`config.mk`:
```
export PLATFORM = sky130hd
export DESIGN_NAME = adcw_top
export DESIGN_NICKNAME = d
export VERILOG_FILES = /design/src/inc/adcw_pkg.sv /design/src/rtl/adcw_accum.sv /design/src/rtl/adcw_window.sv /design/src/rtl/adcw_top.sv
export SDC_FILE = /design/constraint.sdc
export NUM_CORES = 1
export LEC_CHECK = 0
export ABC_AREA = 0
export BUFFER_PORTS_ARGS = -buffer_cell sky130_fd_sc_hd__buf_2
export CAP_MARGIN = 20
export CORE_ASPECT_RATIO = 0.5
export CORE_MARGIN = 1.5
export CORE_UTILIZATION = 39
export CTS_BUF_LIST = sky130_fd_sc_hd__clkbuf_4
export DETAILED_ROUTE_END_ITERATION = 7
export MAX_ROUTING_LAYER = met4
export PLACE_DENSITY = 0.65
export SYNTH_ARGS = -nofsm -noshare
export SYNTH_HDL_FRONTEND = slang
export SYNTH_HIERARCHICAL = 1
export SYNTH_SLANG_ARGS = --single-unit
export TNS_END_PERCENT = 50
```
`constraint.sdc`:
```
create_clock -name clk_i -period 5.4 [get_ports clk_i]
set_input_delay 0.81 -clock clk_i [delete_from_list [all_inputs] [get_ports clk_i]]
set_output_delay 0.81 -clock clk_i [all_outputs]
set_load 0.1 [all_outputs]
```
`src/inc/adcw_pkg.sv`:
```
// Constants and types shared by the converter result and window control block
package adcw_pkg;
  localparam int AXI_ADDR_W = 7;
  localparam logic [1:0] RESP_OKAY = 2'h0;
  // Register indices; byte address is four times the index
  localparam logic [4:0] IDX_MAIN = 5'h00;
  localparam logic [4:0] IDX_ACC = 5'h01;
  localparam logic [4:0] IDX_REF = 5'h02;
  localparam logic [4:0] IDX_DLY = 5'h03;
  localparam logic [4:0] IDX_WIN = 5'h04;
  localparam logic [4:0] IDX_SAMP = 5'h05;
  localparam logic [4:0] IDX_CHAN = 5'h06;
  localparam logic [4:0] IDX_CMD = 5'h08;
  localparam logic [4:0] IDX_EVT = 5'h09;
  localparam logic [4:0] IDX_IEN = 5'h0A;
  localparam logic [4:0] IDX_IFL = 5'h0B;
  localparam logic [4:0] IDX_DBG = 5'h0C;
  localparam logic [4:0] IDX_SCR = 5'h0D;
  localparam logic [4:0] IDX_OUT = 5'h10;
  localparam logic [4:0] IDX_WLT = 5'h12;
  localparam logic [4:0] IDX_WHT = 5'h14;
  localparam logic [4:0] IDX_CAL = 5'h16;
  localparam logic [4:0] IDX_STAT = 5'h18;
  // Writable bit masks
  localparam logic [7:0] MSK_MAIN = 8'h87;
  localparam logic [7:0] MSK_ACC = 8'h07;
  localparam logic [7:0] MSK_REF = 8'h77;
  localparam logic [7:0] MSK_DLY = 8'hFF;
  localparam logic [7:0] MSK_WIN = 8'h07;
  localparam logic [7:0] MSK_SAMP = 8'h1F;
  localparam logic [7:0] MSK_BIT0 = 8'h01;
  localparam logic [7:0] MSK_IRQ = 8'h03;
  // Field positions
  localparam int MAIN_EN = 0;
  localparam int MAIN_CONT = 1;
  localparam int MAIN_DEPTH = 2;
  localparam int MAIN_KEEP = 7;
  localparam int REF_LSB = 4;
  localparam int REF_CAP = 6;
  localparam int FLG_RDY = 0;
  localparam int FLG_WIN = 1;
  localparam logic [4:0] CHAN_TEMP = 5'h1E;
  localparam logic [2:0] ACC_RSVD = 3'h7;
  localparam logic [7:0] RST_BYTE = 8'h00;
  localparam logic [15:0] RST_WORD = 16'h0000;
  typedef enum logic [2:0] {
    WM_NONE = 3'h0, WM_BELOW = 3'h1, WM_ABOVE = 3'h2, WM_INSIDE = 3'h3, WM_OUTSIDE = 3'h4
  } adcw_wmode_t;
  // Control toward the analog sampling front end
  typedef struct packed {
    logic start;
    logic halt;
    logic temp_en;
    logic sample_capacitance_select;
    logic [1:0] ref_sel;
    logic [4:0] chan;
  } adcw_afe_ctl_t;
  // Answer from the analog sampling front end
  typedef struct packed {
    logic done;
    logic [9:0] code;
  } adcw_afe_res_t;
endpackage : adcw_pkg

```
`src/rtl/adcw_accum.sv`:
```
// Sample truncation and accumulation over one conversion
`timescale 1ns/1ps
module adcw_accum
  import adcw_pkg::*;
(
  input wire logic clk_i,
  input wire logic rst_b_i,
  input wire logic clear_i,
  input wire logic sample_i,
  input wire logic [9:0] code_i,
  input wire logic depth8_i,
  input wire logic [2:0] acc_sel_i,
  output logic [15:0] sum_o,
  output logic last_o
);
  logic [15:0] sum_q;
  logic [6:0] cnt_q;
  logic [9:0] code_t;
  logic [6:0] need;

  // Upper eight bits only in reduced depth
  assign code_t = depth8_i ? {2'h0, code_i[9:2]} : code_i;
  // Reserved count code behaves as no accumulation
  assign need = (acc_sel_i == ACC_RSVD) ? 7'h01 : 7'(7'h01 << acc_sel_i);
  assign sum_o = sum_q + {6'h00, code_t};
  assign last_o = sample_i && ((cnt_q + 7'h01) == need);

  // Running total restarts with every conversion
  always_ff @(posedge clk_i or negedge rst_b_i) begin
    if (!rst_b_i) begin
      sum_q <= RST_WORD;
      cnt_q <= 7'h00;
    end else if (clear_i || last_o) begin
      sum_q <= RST_WORD;
      cnt_q <= 7'h00;
    end else if (sample_i) begin
      sum_q <= sum_o;
      cnt_q <= cnt_q + 7'h01;
    end
  end
endmodule : adcw_accum

```
`src/rtl/adcw_window.sv`:
```
// Window comparator on the accumulated result
`timescale 1ns/1ps
module adcw_window
  import adcw_pkg::*;
(
  input wire logic [2:0] mode_i,
  input wire logic [15:0] res_i,
  input wire logic [15:0] lo_i,
  input wire logic [15:0] hi_i,
  output logic hit_o
);
  logic below;
  logic above;

  // Unsigned compares only
  assign below = res_i < lo_i;
  assign above = res_i > hi_i;

  // Mode zero and reserved codes never match
  always_comb begin
    unique case (mode_i)
      WM_NONE: hit_o = 1'b0;
      WM_BELOW: hit_o = below;
      WM_ABOVE: hit_o = above;
      WM_INSIDE: hit_o = (res_i > lo_i) && (res_i < hi_i);
      WM_OUTSIDE: hit_o = below || above;
      default: hit_o = 1'b0;
    endcase
  end
endmodule : adcw_window

```
`src/rtl/adcw_top.sv`:
```
// Converter control top: register slave, conversion sequencing, flags and events
//
// The implementer's own choice: the AXI4-Lite interface to the registers.
`timescale 1ns/1ps
module adcw_top
  import adcw_pkg::*;
#(
  parameter int ADDR_W = AXI_ADDR_W
) (
  input wire logic clk_i,
  input wire logic rst_b_i,
  input wire logic [ADDR_W-1:0] s_axi_awaddr_i,
  input wire logic [2:0] s_axi_awprot_i,
  input wire logic s_axi_awvalid_i,
  output logic s_axi_awready_o,
  input wire logic [31:0] s_axi_wdata_i,
  input wire logic [3:0] s_axi_wstrb_i,
  input wire logic s_axi_wvalid_i,
  output logic s_axi_wready_o,
  output logic [1:0] s_axi_bresp_o,
  output logic s_axi_bvalid_o,
  input wire logic s_axi_bready_i,
  input wire logic [ADDR_W-1:0] s_axi_araddr_i,
  input wire logic [2:0] s_axi_arprot_i,
  input wire logic s_axi_arvalid_i,
  output logic s_axi_arready_o,
  output logic [31:0] s_axi_rdata_o,
  output logic [1:0] s_axi_rresp_o,
  output logic s_axi_rvalid_o,
  input wire logic s_axi_rready_i,
  input wire logic event_i,
  input wire logic standby_i,
  input wire logic powerdown_i,
  input wire logic dbg_halt_i,
  input wire logic touch_en_i,
  input wire logic touch_start_i,
  input wire logic [4:0] touch_chan_i,
  input wire adcw_afe_res_t afe_res_i,
  output adcw_afe_ctl_t afe_ctl_o,
  output logic result_evt_o,
  output logic irq_o,
  output logic clk_req_o
);
  typedef enum logic [1:0] {ST_IDLE = 2'b00, ST_BUSY = 2'b01} adcw_state_t;

  // Bus handshake state
  logic awready_q;
  logic wready_q;
  logic bvalid_q;
  logic arready_q;
  logic rvalid_q;
  logic aw_have_q;
  logic w_have_q;
  logic [ADDR_W-1:0] awaddr_q;
  logic [31:0] wdata_q;
  logic [3:0] wstrb_q;
  logic [31:0] rdata_q;
  // Registers
  logic [7:0] main_q;
  logic [7:0] acc_q;
  logic [7:0] ref_q;
  logic [7:0] dly_q;
  logic [7:0] win_q;
  logic [7:0] samp_q;
  logic [7:0] chan_q;
  logic [7:0] evt_q;
  logic [7:0] ien_q;
  logic [7:0] dbg_q;
  logic [7:0] scr_q;
  logic [7:0] cal_q;
  logic [15:0] wlt_q;
  logic [15:0] wht_q;
  logic [15:0] result_q;
  // Sequencing state
  adcw_state_t state_q;
  logic start_bit_q;
  logic evt_prev_q;
  logic pd_seen_q;
  logic invalid_q;
  logic rdy_flag_q;
  logic win_flag_q;
  logic rdy_flag_d;
  logic win_flag_d;
  adcw_afe_ctl_t afe_ctl_q;
  logic result_evt_q;
  logic irq_q;
  logic clk_req_q;
  // Derived terms
  logic exec;
  logic [4:0] wr_idx;
  logic [4:0] rd_idx;
  logic ar_hs;
  logic active;
  logic halted;
  logic start_sw;
  logic start_ev;
  logic start_req;
  logic busy;
  logic sample_ok;
  logic last;
  logic conv_done;
  logic again;
  logic [15:0] acc_sum;
  logic win_hit;
  logic rd_out;
  logic clr_rdy;
  logic clr_win;

  // Byte-lane merge of a masked byte
  function automatic logic [7:0] wr8(input logic [7:0] old, input logic [7:0] dat,
                                     input logic en, input logic [7:0] msk);
    wr8 = en ? (dat & msk) : old;
  endfunction : wr8

  // Byte-lane merge of a 16-bit register in the low half word
  function automatic logic [15:0] wr16(input logic [15:0] old, input logic [31:0] dat,
                                       input logic [3:0] strb);
    wr16 = {strb[1] ? dat[15:8] : old[15:8], strb[0] ? dat[7:0] : old[7:0]};
  endfunction : wr16

  assign exec = aw_have_q && w_have_q && !bvalid_q;
  assign wr_idx = awaddr_q[6:2];
  assign rd_idx = s_axi_araddr_i[6:2];
  assign ar_hs = s_axi_arvalid_i && arready_q;
  assign busy = state_q == ST_BUSY;

  // Touch controller owns the converter while enabled
  assign active = main_q[MAIN_EN] && !touch_en_i;
  // Frozen in power-down, plain standby, or debug break without run
  assign halted = powerdown_i || (standby_i && !main_q[MAIN_KEEP]) || (dbg_halt_i && !dbg_q[0]);
  assign start_sw = exec && (wr_idx == IDX_CMD) && wstrb_q[0] && wdata_q[0];
  // Edge-sensitive event trigger, ignored while frozen
  assign start_ev = event_i && !evt_prev_q && evt_q[0] && !halted;
  assign start_req = active && !busy && (start_sw || start_ev);
  // Front-end answers are taken only when not frozen
  assign sample_ok = active && busy && afe_res_i.done && !halted;
  assign conv_done = sample_ok && last;
  assign again = sample_ok && (!last || main_q[MAIN_CONT]);

  adcw_accum u_accum (
    .clk_i(clk_i),
    .rst_b_i(rst_b_i),
    .clear_i(start_req),
    .sample_i(sample_ok),
    .code_i(afe_res_i.code),
    .depth8_i(main_q[MAIN_DEPTH]),
    .acc_sel_i(acc_q[2:0]),
    .sum_o(acc_sum),
    .last_o(last)
  );

  adcw_window u_window (
    .mode_i(win_q[2:0]),
    .res_i(acc_sum),
    .lo_i(wlt_q),
    .hi_i(wht_q),
    .hit_o(win_hit)
  );

  // Write address and data are taken independently, one write at a time
  always_ff @(posedge clk_i or negedge rst_b_i) begin
    if (!rst_b_i) begin
      awready_q <= 1'b0;
      wready_q <= 1'b0;
      aw_have_q <= 1'b0;
      w_have_q <= 1'b0;
      bvalid_q <= 1'b0;
      awaddr_q <= '0;
      wdata_q <= 32'h0000_0000;
      wstrb_q <= 4'h0;
    end else begin
      if (s_axi_awvalid_i && awready_q) begin
        awaddr_q <= s_axi_awaddr_i;
        aw_have_q <= 1'b1;
        awready_q <= 1'b0;
      end else if (exec) begin
        aw_have_q <= 1'b0;
      end else if (!aw_have_q && !bvalid_q) begin
        awready_q <= 1'b1;
      end
      if (s_axi_wvalid_i && wready_q) begin
        wdata_q <= s_axi_wdata_i;
        wstrb_q <= s_axi_wstrb_i;
        w_have_q <= 1'b1;
        wready_q <= 1'b0;
      end else if (exec) begin
        w_have_q <= 1'b0;
      end else if (!w_have_q && !bvalid_q) begin
        wready_q <= 1'b1;
      end
      if (exec) begin
        bvalid_q <= 1'b1;
      end else if (s_axi_bready_i) begin
        bvalid_q <= 1'b0;
      end
    end
  end

  // Read data is captured at the address handshake and held until taken
  always_ff @(posedge clk_i or negedge rst_b_i) begin
    if (!rst_b_i) begin
      arready_q <= 1'b0;
      rvalid_q <= 1'b0;
      rdata_q <= 32'h0000_0000;
    end else if (ar_hs) begin
      arready_q <= 1'b0;
      rvalid_q <= 1'b1;
      unique case (rd_idx)
        IDX_MAIN: rdata_q <= {24'h0, main_q};
        IDX_ACC: rdata_q <= {24'h0, acc_q};
        IDX_REF: rdata_q <= {24'h0, ref_q};
        IDX_DLY: rdata_q <= {24'h0, dly_q};
        IDX_WIN: rdata_q <= {24'h0, win_q};
        IDX_SAMP: rdata_q <= {24'h0, samp_q};
        IDX_CHAN: rdata_q <= {24'h0, chan_q};
        IDX_CMD: rdata_q <= {31'h0, start_bit_q};
        IDX_EVT: rdata_q <= {24'h0, evt_q};
        IDX_IEN: rdata_q <= {24'h0, ien_q};
        IDX_IFL: rdata_q <= {30'h0, win_flag_q, rdy_flag_q};
        IDX_DBG: rdata_q <= {24'h0, dbg_q};
        IDX_SCR: rdata_q <= {24'h0, scr_q};
        IDX_OUT: rdata_q <= {16'h0, result_q};
        IDX_WLT: rdata_q <= {16'h0, wlt_q};
        IDX_WHT: rdata_q <= {16'h0, wht_q};
        IDX_CAL: rdata_q <= {24'h0, cal_q};
        IDX_STAT: rdata_q <= {30'h0, busy, invalid_q};
        default: rdata_q <= 32'h0000_0000;
      endcase
    end else if (rvalid_q) begin
      if (s_axi_rready_i) begin
        rvalid_q <= 1'b0;
      end
    end else begin
      arready_q <= 1'b1;
    end
  end

  // Configuration registers; reserved bits are masked away on write
  always_ff @(posedge clk_i or negedge rst_b_i) begin
    if (!rst_b_i) begin
      main_q <= RST_BYTE;
      acc_q <= RST_BYTE;
      ref_q <= RST_BYTE;
      dly_q <= RST_BYTE;
      win_q <= RST_BYTE;
      samp_q <= RST_BYTE;
      chan_q <= RST_BYTE;
      evt_q <= RST_BYTE;
      ien_q <= RST_BYTE;
      dbg_q <= RST_BYTE;
      scr_q <= RST_BYTE;
      cal_q <= RST_BYTE;
      wlt_q <= RST_WORD;
      wht_q <= RST_WORD;
    end else if (exec) begin
      unique case (wr_idx)
        IDX_MAIN: main_q <= wr8(main_q, wdata_q[7:0], wstrb_q[0], MSK_MAIN);
        IDX_ACC: acc_q <= wr8(acc_q, wdata_q[7:0], wstrb_q[0], MSK_ACC);
        IDX_REF: ref_q <= wr8(ref_q, wdata_q[7:0], wstrb_q[0], MSK_REF);
        IDX_DLY: dly_q <= wr8(dly_q, wdata_q[7:0], wstrb_q[0], MSK_DLY);
        IDX_WIN: win_q <= wr8(win_q, wdata_q[7:0], wstrb_q[0], MSK_WIN);
        IDX_SAMP: samp_q <= wr8(samp_q, wdata_q[7:0], wstrb_q[0], MSK_SAMP);
        IDX_CHAN: chan_q <= wr8(chan_q, wdata_q[7:0], wstrb_q[0], MSK_SAMP);
        IDX_EVT: evt_q <= wr8(evt_q, wdata_q[7:0], wstrb_q[0], MSK_BIT0);
        IDX_IEN: ien_q <= wr8(ien_q, wdata_q[7:0], wstrb_q[0], MSK_IRQ);
        IDX_DBG: dbg_q <= wr8(dbg_q, wdata_q[7:0], wstrb_q[0], MSK_BIT0);
        IDX_SCR: scr_q <= wr8(scr_q, wdata_q[7:0], wstrb_q[0], MSK_DLY);
        IDX_CAL: cal_q <= wr8(cal_q, wdata_q[7:0], wstrb_q[0], MSK_BIT0);
        IDX_WLT: wlt_q <= wr16(wlt_q, wdata_q, wstrb_q);
        IDX_WHT: wht_q <= wr16(wht_q, wdata_q, wstrb_q);
        default: ;
      endcase
    end
  end

  // Conversion sequencer: idle until started, busy until the last sample, or in continuous mode until disabled
  always_ff @(posedge clk_i or negedge rst_b_i) begin
    if (!rst_b_i) begin
      state_q <= ST_IDLE;
    end else if (!active) begin
      state_q <= ST_IDLE;
    end else begin
      unique case (state_q)
        ST_IDLE: if (start_req) state_q <= ST_BUSY;
        ST_BUSY: if (conv_done && !main_q[MAIN_CONT]) state_q <= ST_IDLE;
        default: state_q <= ST_IDLE;
      endcase
    end
  end

  // Start bit reads one for as long as a conversion is under way
  always_ff @(posedge clk_i or negedge rst_b_i) begin
    if (!rst_b_i) begin
      start_bit_q <= 1'b0;
    end else if (!active) begin
      start_bit_q <= 1'b0;
    end else if (start_req) begin
      start_bit_q <= 1'b1;
    end else if (conv_done && !main_q[MAIN_CONT]) begin
      start_bit_q <= 1'b0;
    end
  end

  // Event edge memory, result store and power-down validity tracking
  always_ff @(posedge clk_i or negedge rst_b_i) begin
    if (!rst_b_i) begin
      evt_prev_q <= 1'b0;
      pd_seen_q <= 1'b0;
      invalid_q <= 1'b0;
      result_q <= RST_WORD;
    end else begin
      evt_prev_q <= event_i;
      if (start_req) begin
        pd_seen_q <= 1'b0;
      end else if (busy && powerdown_i) begin
        pd_seen_q <= 1'b1;
      end
      if (conv_done) begin
        result_q <= acc_sum;
        invalid_q <= pd_seen_q;
      end
    end
  end

  // Flags clear on write-one or result read; a completion in that cycle wins
  assign rd_out = ar_hs && (rd_idx == IDX_OUT);
  assign clr_rdy = rd_out || (exec && wr_idx == IDX_IFL && wstrb_q[0] && wdata_q[FLG_RDY]);
  assign clr_win = rd_out || (exec && wr_idx == IDX_IFL && wstrb_q[0] && wdata_q[FLG_WIN]);
  assign rdy_flag_d = conv_done ? 1'b1 : (clr_rdy ? 1'b0 : rdy_flag_q);
  assign win_flag_d = (conv_done && win_hit) ? 1'b1 : (clr_win ? 1'b0 : win_flag_q);

  always_ff @(posedge clk_i or negedge rst_b_i) begin
    if (!rst_b_i) begin
      rdy_flag_q <= 1'b0;
      win_flag_q <= 1'b0;
      irq_q <= 1'b0;
    end else begin
      rdy_flag_q <= rdy_flag_d;
      win_flag_q <= win_flag_d;
      irq_q <= |({win_flag_d, rdy_flag_d} & ien_q[1:0]);
    end
  end

  // Front-end control; channel and reference lock while a conversion runs
  always_ff @(posedge clk_i or negedge rst_b_i) begin
    if (!rst_b_i) begin
      afe_ctl_q <= '0;
    end else if (touch_en_i) begin
      afe_ctl_q.start <= touch_start_i;
      afe_ctl_q.halt <= powerdown_i;
      afe_ctl_q.chan <= touch_chan_i;
      afe_ctl_q.temp_en <= 1'b0;
    end else begin
      afe_ctl_q.start <= start_req || again;
      afe_ctl_q.halt <= halted;
      if (!busy) begin
        afe_ctl_q.chan <= chan_q[4:0];
        afe_ctl_q.ref_sel <= ref_q[REF_LSB+1:REF_LSB];
        afe_ctl_q.sample_capacitance_select <= ref_q[REF_CAP];
      end
      afe_ctl_q.temp_en <= chan_q[4:0] == CHAN_TEMP;
    end
  end

  // Result event and standby clock request
  always_ff @(posedge clk_i or negedge rst_b_i) begin
    if (!rst_b_i) begin
      result_evt_q <= 1'b0;
      clk_req_q <= 1'b0;
    end else begin
      result_evt_q <= conv_done && main_q[MAIN_EN];
      clk_req_q <= standby_i && (start_req || (busy && !conv_done) || again);
    end
  end

  assign s_axi_awready_o = awready_q;
  assign s_axi_wready_o = wready_q;
  assign s_axi_bvalid_o = bvalid_q;
  assign s_axi_bresp_o = RESP_OKAY;
  assign s_axi_arready_o = arready_q;
  assign s_axi_rvalid_o = rvalid_q;
  assign s_axi_rdata_o = rdata_q;
  assign s_axi_rresp_o = RESP_OKAY;
  assign afe_ctl_o = afe_ctl_q;
  assign result_evt_o = result_evt_q;
  assign irq_o = irq_q;
  assign clk_req_o = clk_req_q;
endmodule : adcw_top

```
==> impl_metrics.yaml <==
sta:
  fin_crit_sh_pct: 92.7
  hold_violations: 0
  worstMarginPinSlew_ps: 1150
  fmax_ghz: 0.200
  slew_violations: 0
  setup_viol: 0
  rsz0062_at_grt: "false"
  finalClockSkew_ps: 20.1
  slew_headroom_pct: 22.9
  whs_ps: 275
  post-route-min-period_ps: 5010
  setup_tns_ps: 0
worst_hold_path:
  hp-class: "primary input to async pin"
placed_design:
  post_dp_cell_area_sq_mm: 0.0110
  gp_congestion: 0.938
  hpwlAfterDp_um: 18700
  io_buffers: 91
  dp.cells: 1330
clock_tree:
  cts_buffers: 17
  cts_setup_buffers: 0
  ctsHoldBuffers: 0
  cts.sinks: 185
  post_cts_resized: 0
  worstSkewPairLatency_ps: 590
  ctsLongestPathBuffers: 2
  root_buffer: "clkbuf_4"
  cts_tree: "done"
  path_clk_slew_ps: 160
  htree_num_levels: 4
drt:
  wl_per_cell_um: 18.6
  firstDrtPassIters: 5
  wl_met1_um: 11900
  vias: 7513
  wl_um: 25400
  postRouteAntennaNets: 0
  wl_met3_um: 1320
  dr.first_iter.drc_count: 541
  vias_per_cell: 5.50
  wl_met2_um: 11900
  drc_errors: 0
  routed.top_layer: "met4"
die:
  die_x_um: 233
  coreArea_sq_mm: 0.0256
  rows: 41
  io_pins: 140
  start_util_pct: 40.4
  die_area_sq_mm: 0.0275
  chipHeight_um: 118
final_layout:
  nNetsFinal: 1136
  layout-drive-gt1-share_pct: 28.1
  final_cells: 1365
  fill_cells: 2400
  areaGrowthSynthToFinish_pct: 9.60
  design_area_sq_mm: 0.0113
synth:
  yosysTopAreaCellShare_pct: 44.8
  syn_area_per_cell_sq_um: 11.1
  synthCells: 933
  synth.distinct_cells: 84
  ys_seq_elements: 185
  synthTopCellsByArea: "dfrtp_1 (45%), mux2_2 (13%), ha_1 (5.2%)"
  netlist_area_sq_mm: 0.0103
  ys_async_sr_fraction_pct: 100
  ys_seq_area_share_pct: 44.8
  synthTopCellsByCount: "dfrtp_1 (185), mux2_2 (121), nand2_1 (50), inv_1 (48), nor2_1 (44)"
  yosys.area.top_type: "dfrtp_1"
  ys_dominant_reg_cell: "dfrtp_1"
  synth-warning-count: 6
  synth_edf_count: 0
  yosysMostFrequentCell: "dfrtp_1"
worst_setup_path:
  critPathLaunchType: "flip-flop"
  worstSetupEndpointType: "flip-flop"
  cp.required_ps: 5890
  crit_buf_inv: 1
  cpPeakStageDelay_ps: 520
  worstSetupPathType: "flip-flop to flip-flop"
  worstPathMaxFanout: 9
  cp_cell_sequence: "mux2_2 > ha_1 > inv_1 > fa_1 > nor2b_1 > o31a_1 > o2111ai_1 > a21oi_1 > o21ai_0 > xnor2_1 > ha_1 > a21oi_2 > nand2_1 > a221o_1 > o31a_1 > a211o_1 > a32o_1 > a22o_1"
  path_delay_family: "compound AO/OA/AOI/OAI gates"
  crit_path_top_delay_cell: "dfrtp_2"
  worstPathArrival_ps: 5500
global_routing:
  grtUsageTotal_pct: 19.7
  antenna_found_initial: 1
  grt_max_degree: 90
  overflow: 0
  grt_pass1_wl_um: 41200
  grt_pass1_vias: 7590
power:
  peakVddDrop_mv: 0.163
  p_total_mw: 5.21
  p_per_area_mw_per_mm2: 460
  power.leakage_nw: 5.24
job:
  maxCapViolCount: 0
outcome:
  status: "finished, final reports clean"
## cell usage in the layout, fill, tap and decap left out, types with 9 or more instances in the layout
| master | count |
|---|---|
| dfrtp_1 | 184 |
| mux2_2 | 121 |
| buf_2 | 90 |
| nand2_1 | 50 |
| inv_1 | 48 |
| nor2_1 | 44 |
| ha_1 | 43 |
| a21oi_1 | 35 |
| o21ai_0 | 26 |
| mux2i_1 | 24 |
| a31oi_1 | 20 |
| conb_1 | 20 |
| a22oi_1 | 19 |
| clkbuf_4 | 19 |
| xnor2_1 | 18 |
| nor3_1 | 17 |
| nand3_1 | 15 |
| nand3b_1 | 12 |
| xor2_1 | 11 |
| nor2b_1 | 9 |
## worst register-to-register path, delay by kind of cell (launching register included)
| family | cells | cell delay [ps] |
|---|---|---|
| AOI/OAI and AO/OA | 10 | 2590 |
| adders and majority gates | 3 | 930 |
| DFF | 1 | 520 |
| xor gates and xnor gates | 1 | 330 |
| muxes | 1 | 280 |
| and+or+nand+nor | 2 | 210 |
| buffers and inverters | 1 | 60 |
## through the flow
stage	util [%]	worst slack, ps
2_1_floorplan	-	803
3_3_place_gp	42.8	218
3_5_place_dp	42.8	166
4_1_cts	44.1	321
5_1_grt	44.2	43.4
6_report	44.2	393
## power breakdown
part / leakage, nW / internal [mW] / switching (mW)
Sequential: 2.46 / 1.83 / 0.519
Combinational: 2.62 / 0.723 / 1.29
Clock: 0.167 / 0.338 / 0.509
## routing by layer
metal | vias up | GRT usage, %
li1 | 3504 | -
met1 | 3819 | 26.6
met2 | 176 | 30.3
met3 | 14 | 4.31
met4 | 0 | 4.07
met5 | - | -
## area by class of cell
cell class / count / area [sq um] / share of cell area (%)
multi-input combinational: 655 / 5210 / 46.0
sequential: 185 / 4630 / 40.9
timing repair buffer: 100 / 563 / 4.97
tap: 344 / 430 / 3.80
inverter: 48 / 180 / 1.59
clock inverter: 13 / 169 / 1.49
clock buffer: 19 / 143 / 1.26
antenna: 1 / 2.50 / 0.0221
## state kept, by name (all words and copies together) (netlist names), 2 cells and up
| name | flops |
|---|---|
| result_q | 16 |
| chan_q | 5 |
| awaddr_q | 5 |
| u_accum/cnt_q | 7 |
| wlt_q | 16 |
| u_accum/sum_q | 16 |
| wstrb_q | 2 |
| main_q | 4 |
| samp_q | 5 |
| s_axi_rdata_o | 16 |
| win_q | 3 |
| ref_q | 6 |
| afe_ctl_o | 11 |
| wht_q | 16 |
| scr_q | 8 |
| acc_q | 3 |
| wdata_q | 16 |
| dly_q | 8 |
| ien_q | 2 |
## kinds of logic after synthesis
logic type | after synthesis | synth area share, %
compound gates | 177 | 12.1
xor+xnor | 29 | 2.46
fa+ha+maj | 44 | 5.40
buf+inv | 112 | 5.58
flops | 185 | 44.8
mux | 153 | 16.7
other cells | 1 | 0.0363
simple gates | 232 | 13.0
## path summary, 6_finish.rpt
kind                                   from               end  slack, ps  cells after the start
max in group asynchronous           rst_b_i         wht_q[12]       4000                      2
max reg2reg                       main_q[2]             irq_o        390                     18
min reg2reg                s_axi_rdata_o[4]  s_axi_rdata_o[4]        490                      1
min                                 rst_b_i      afe_ctl_o[0]        270                      1
max                               main_q[2]             irq_o        390                     18
min in group clk_i                  event_i        evt_prev_q        350                      1
(Power assumes the default switching activity.)
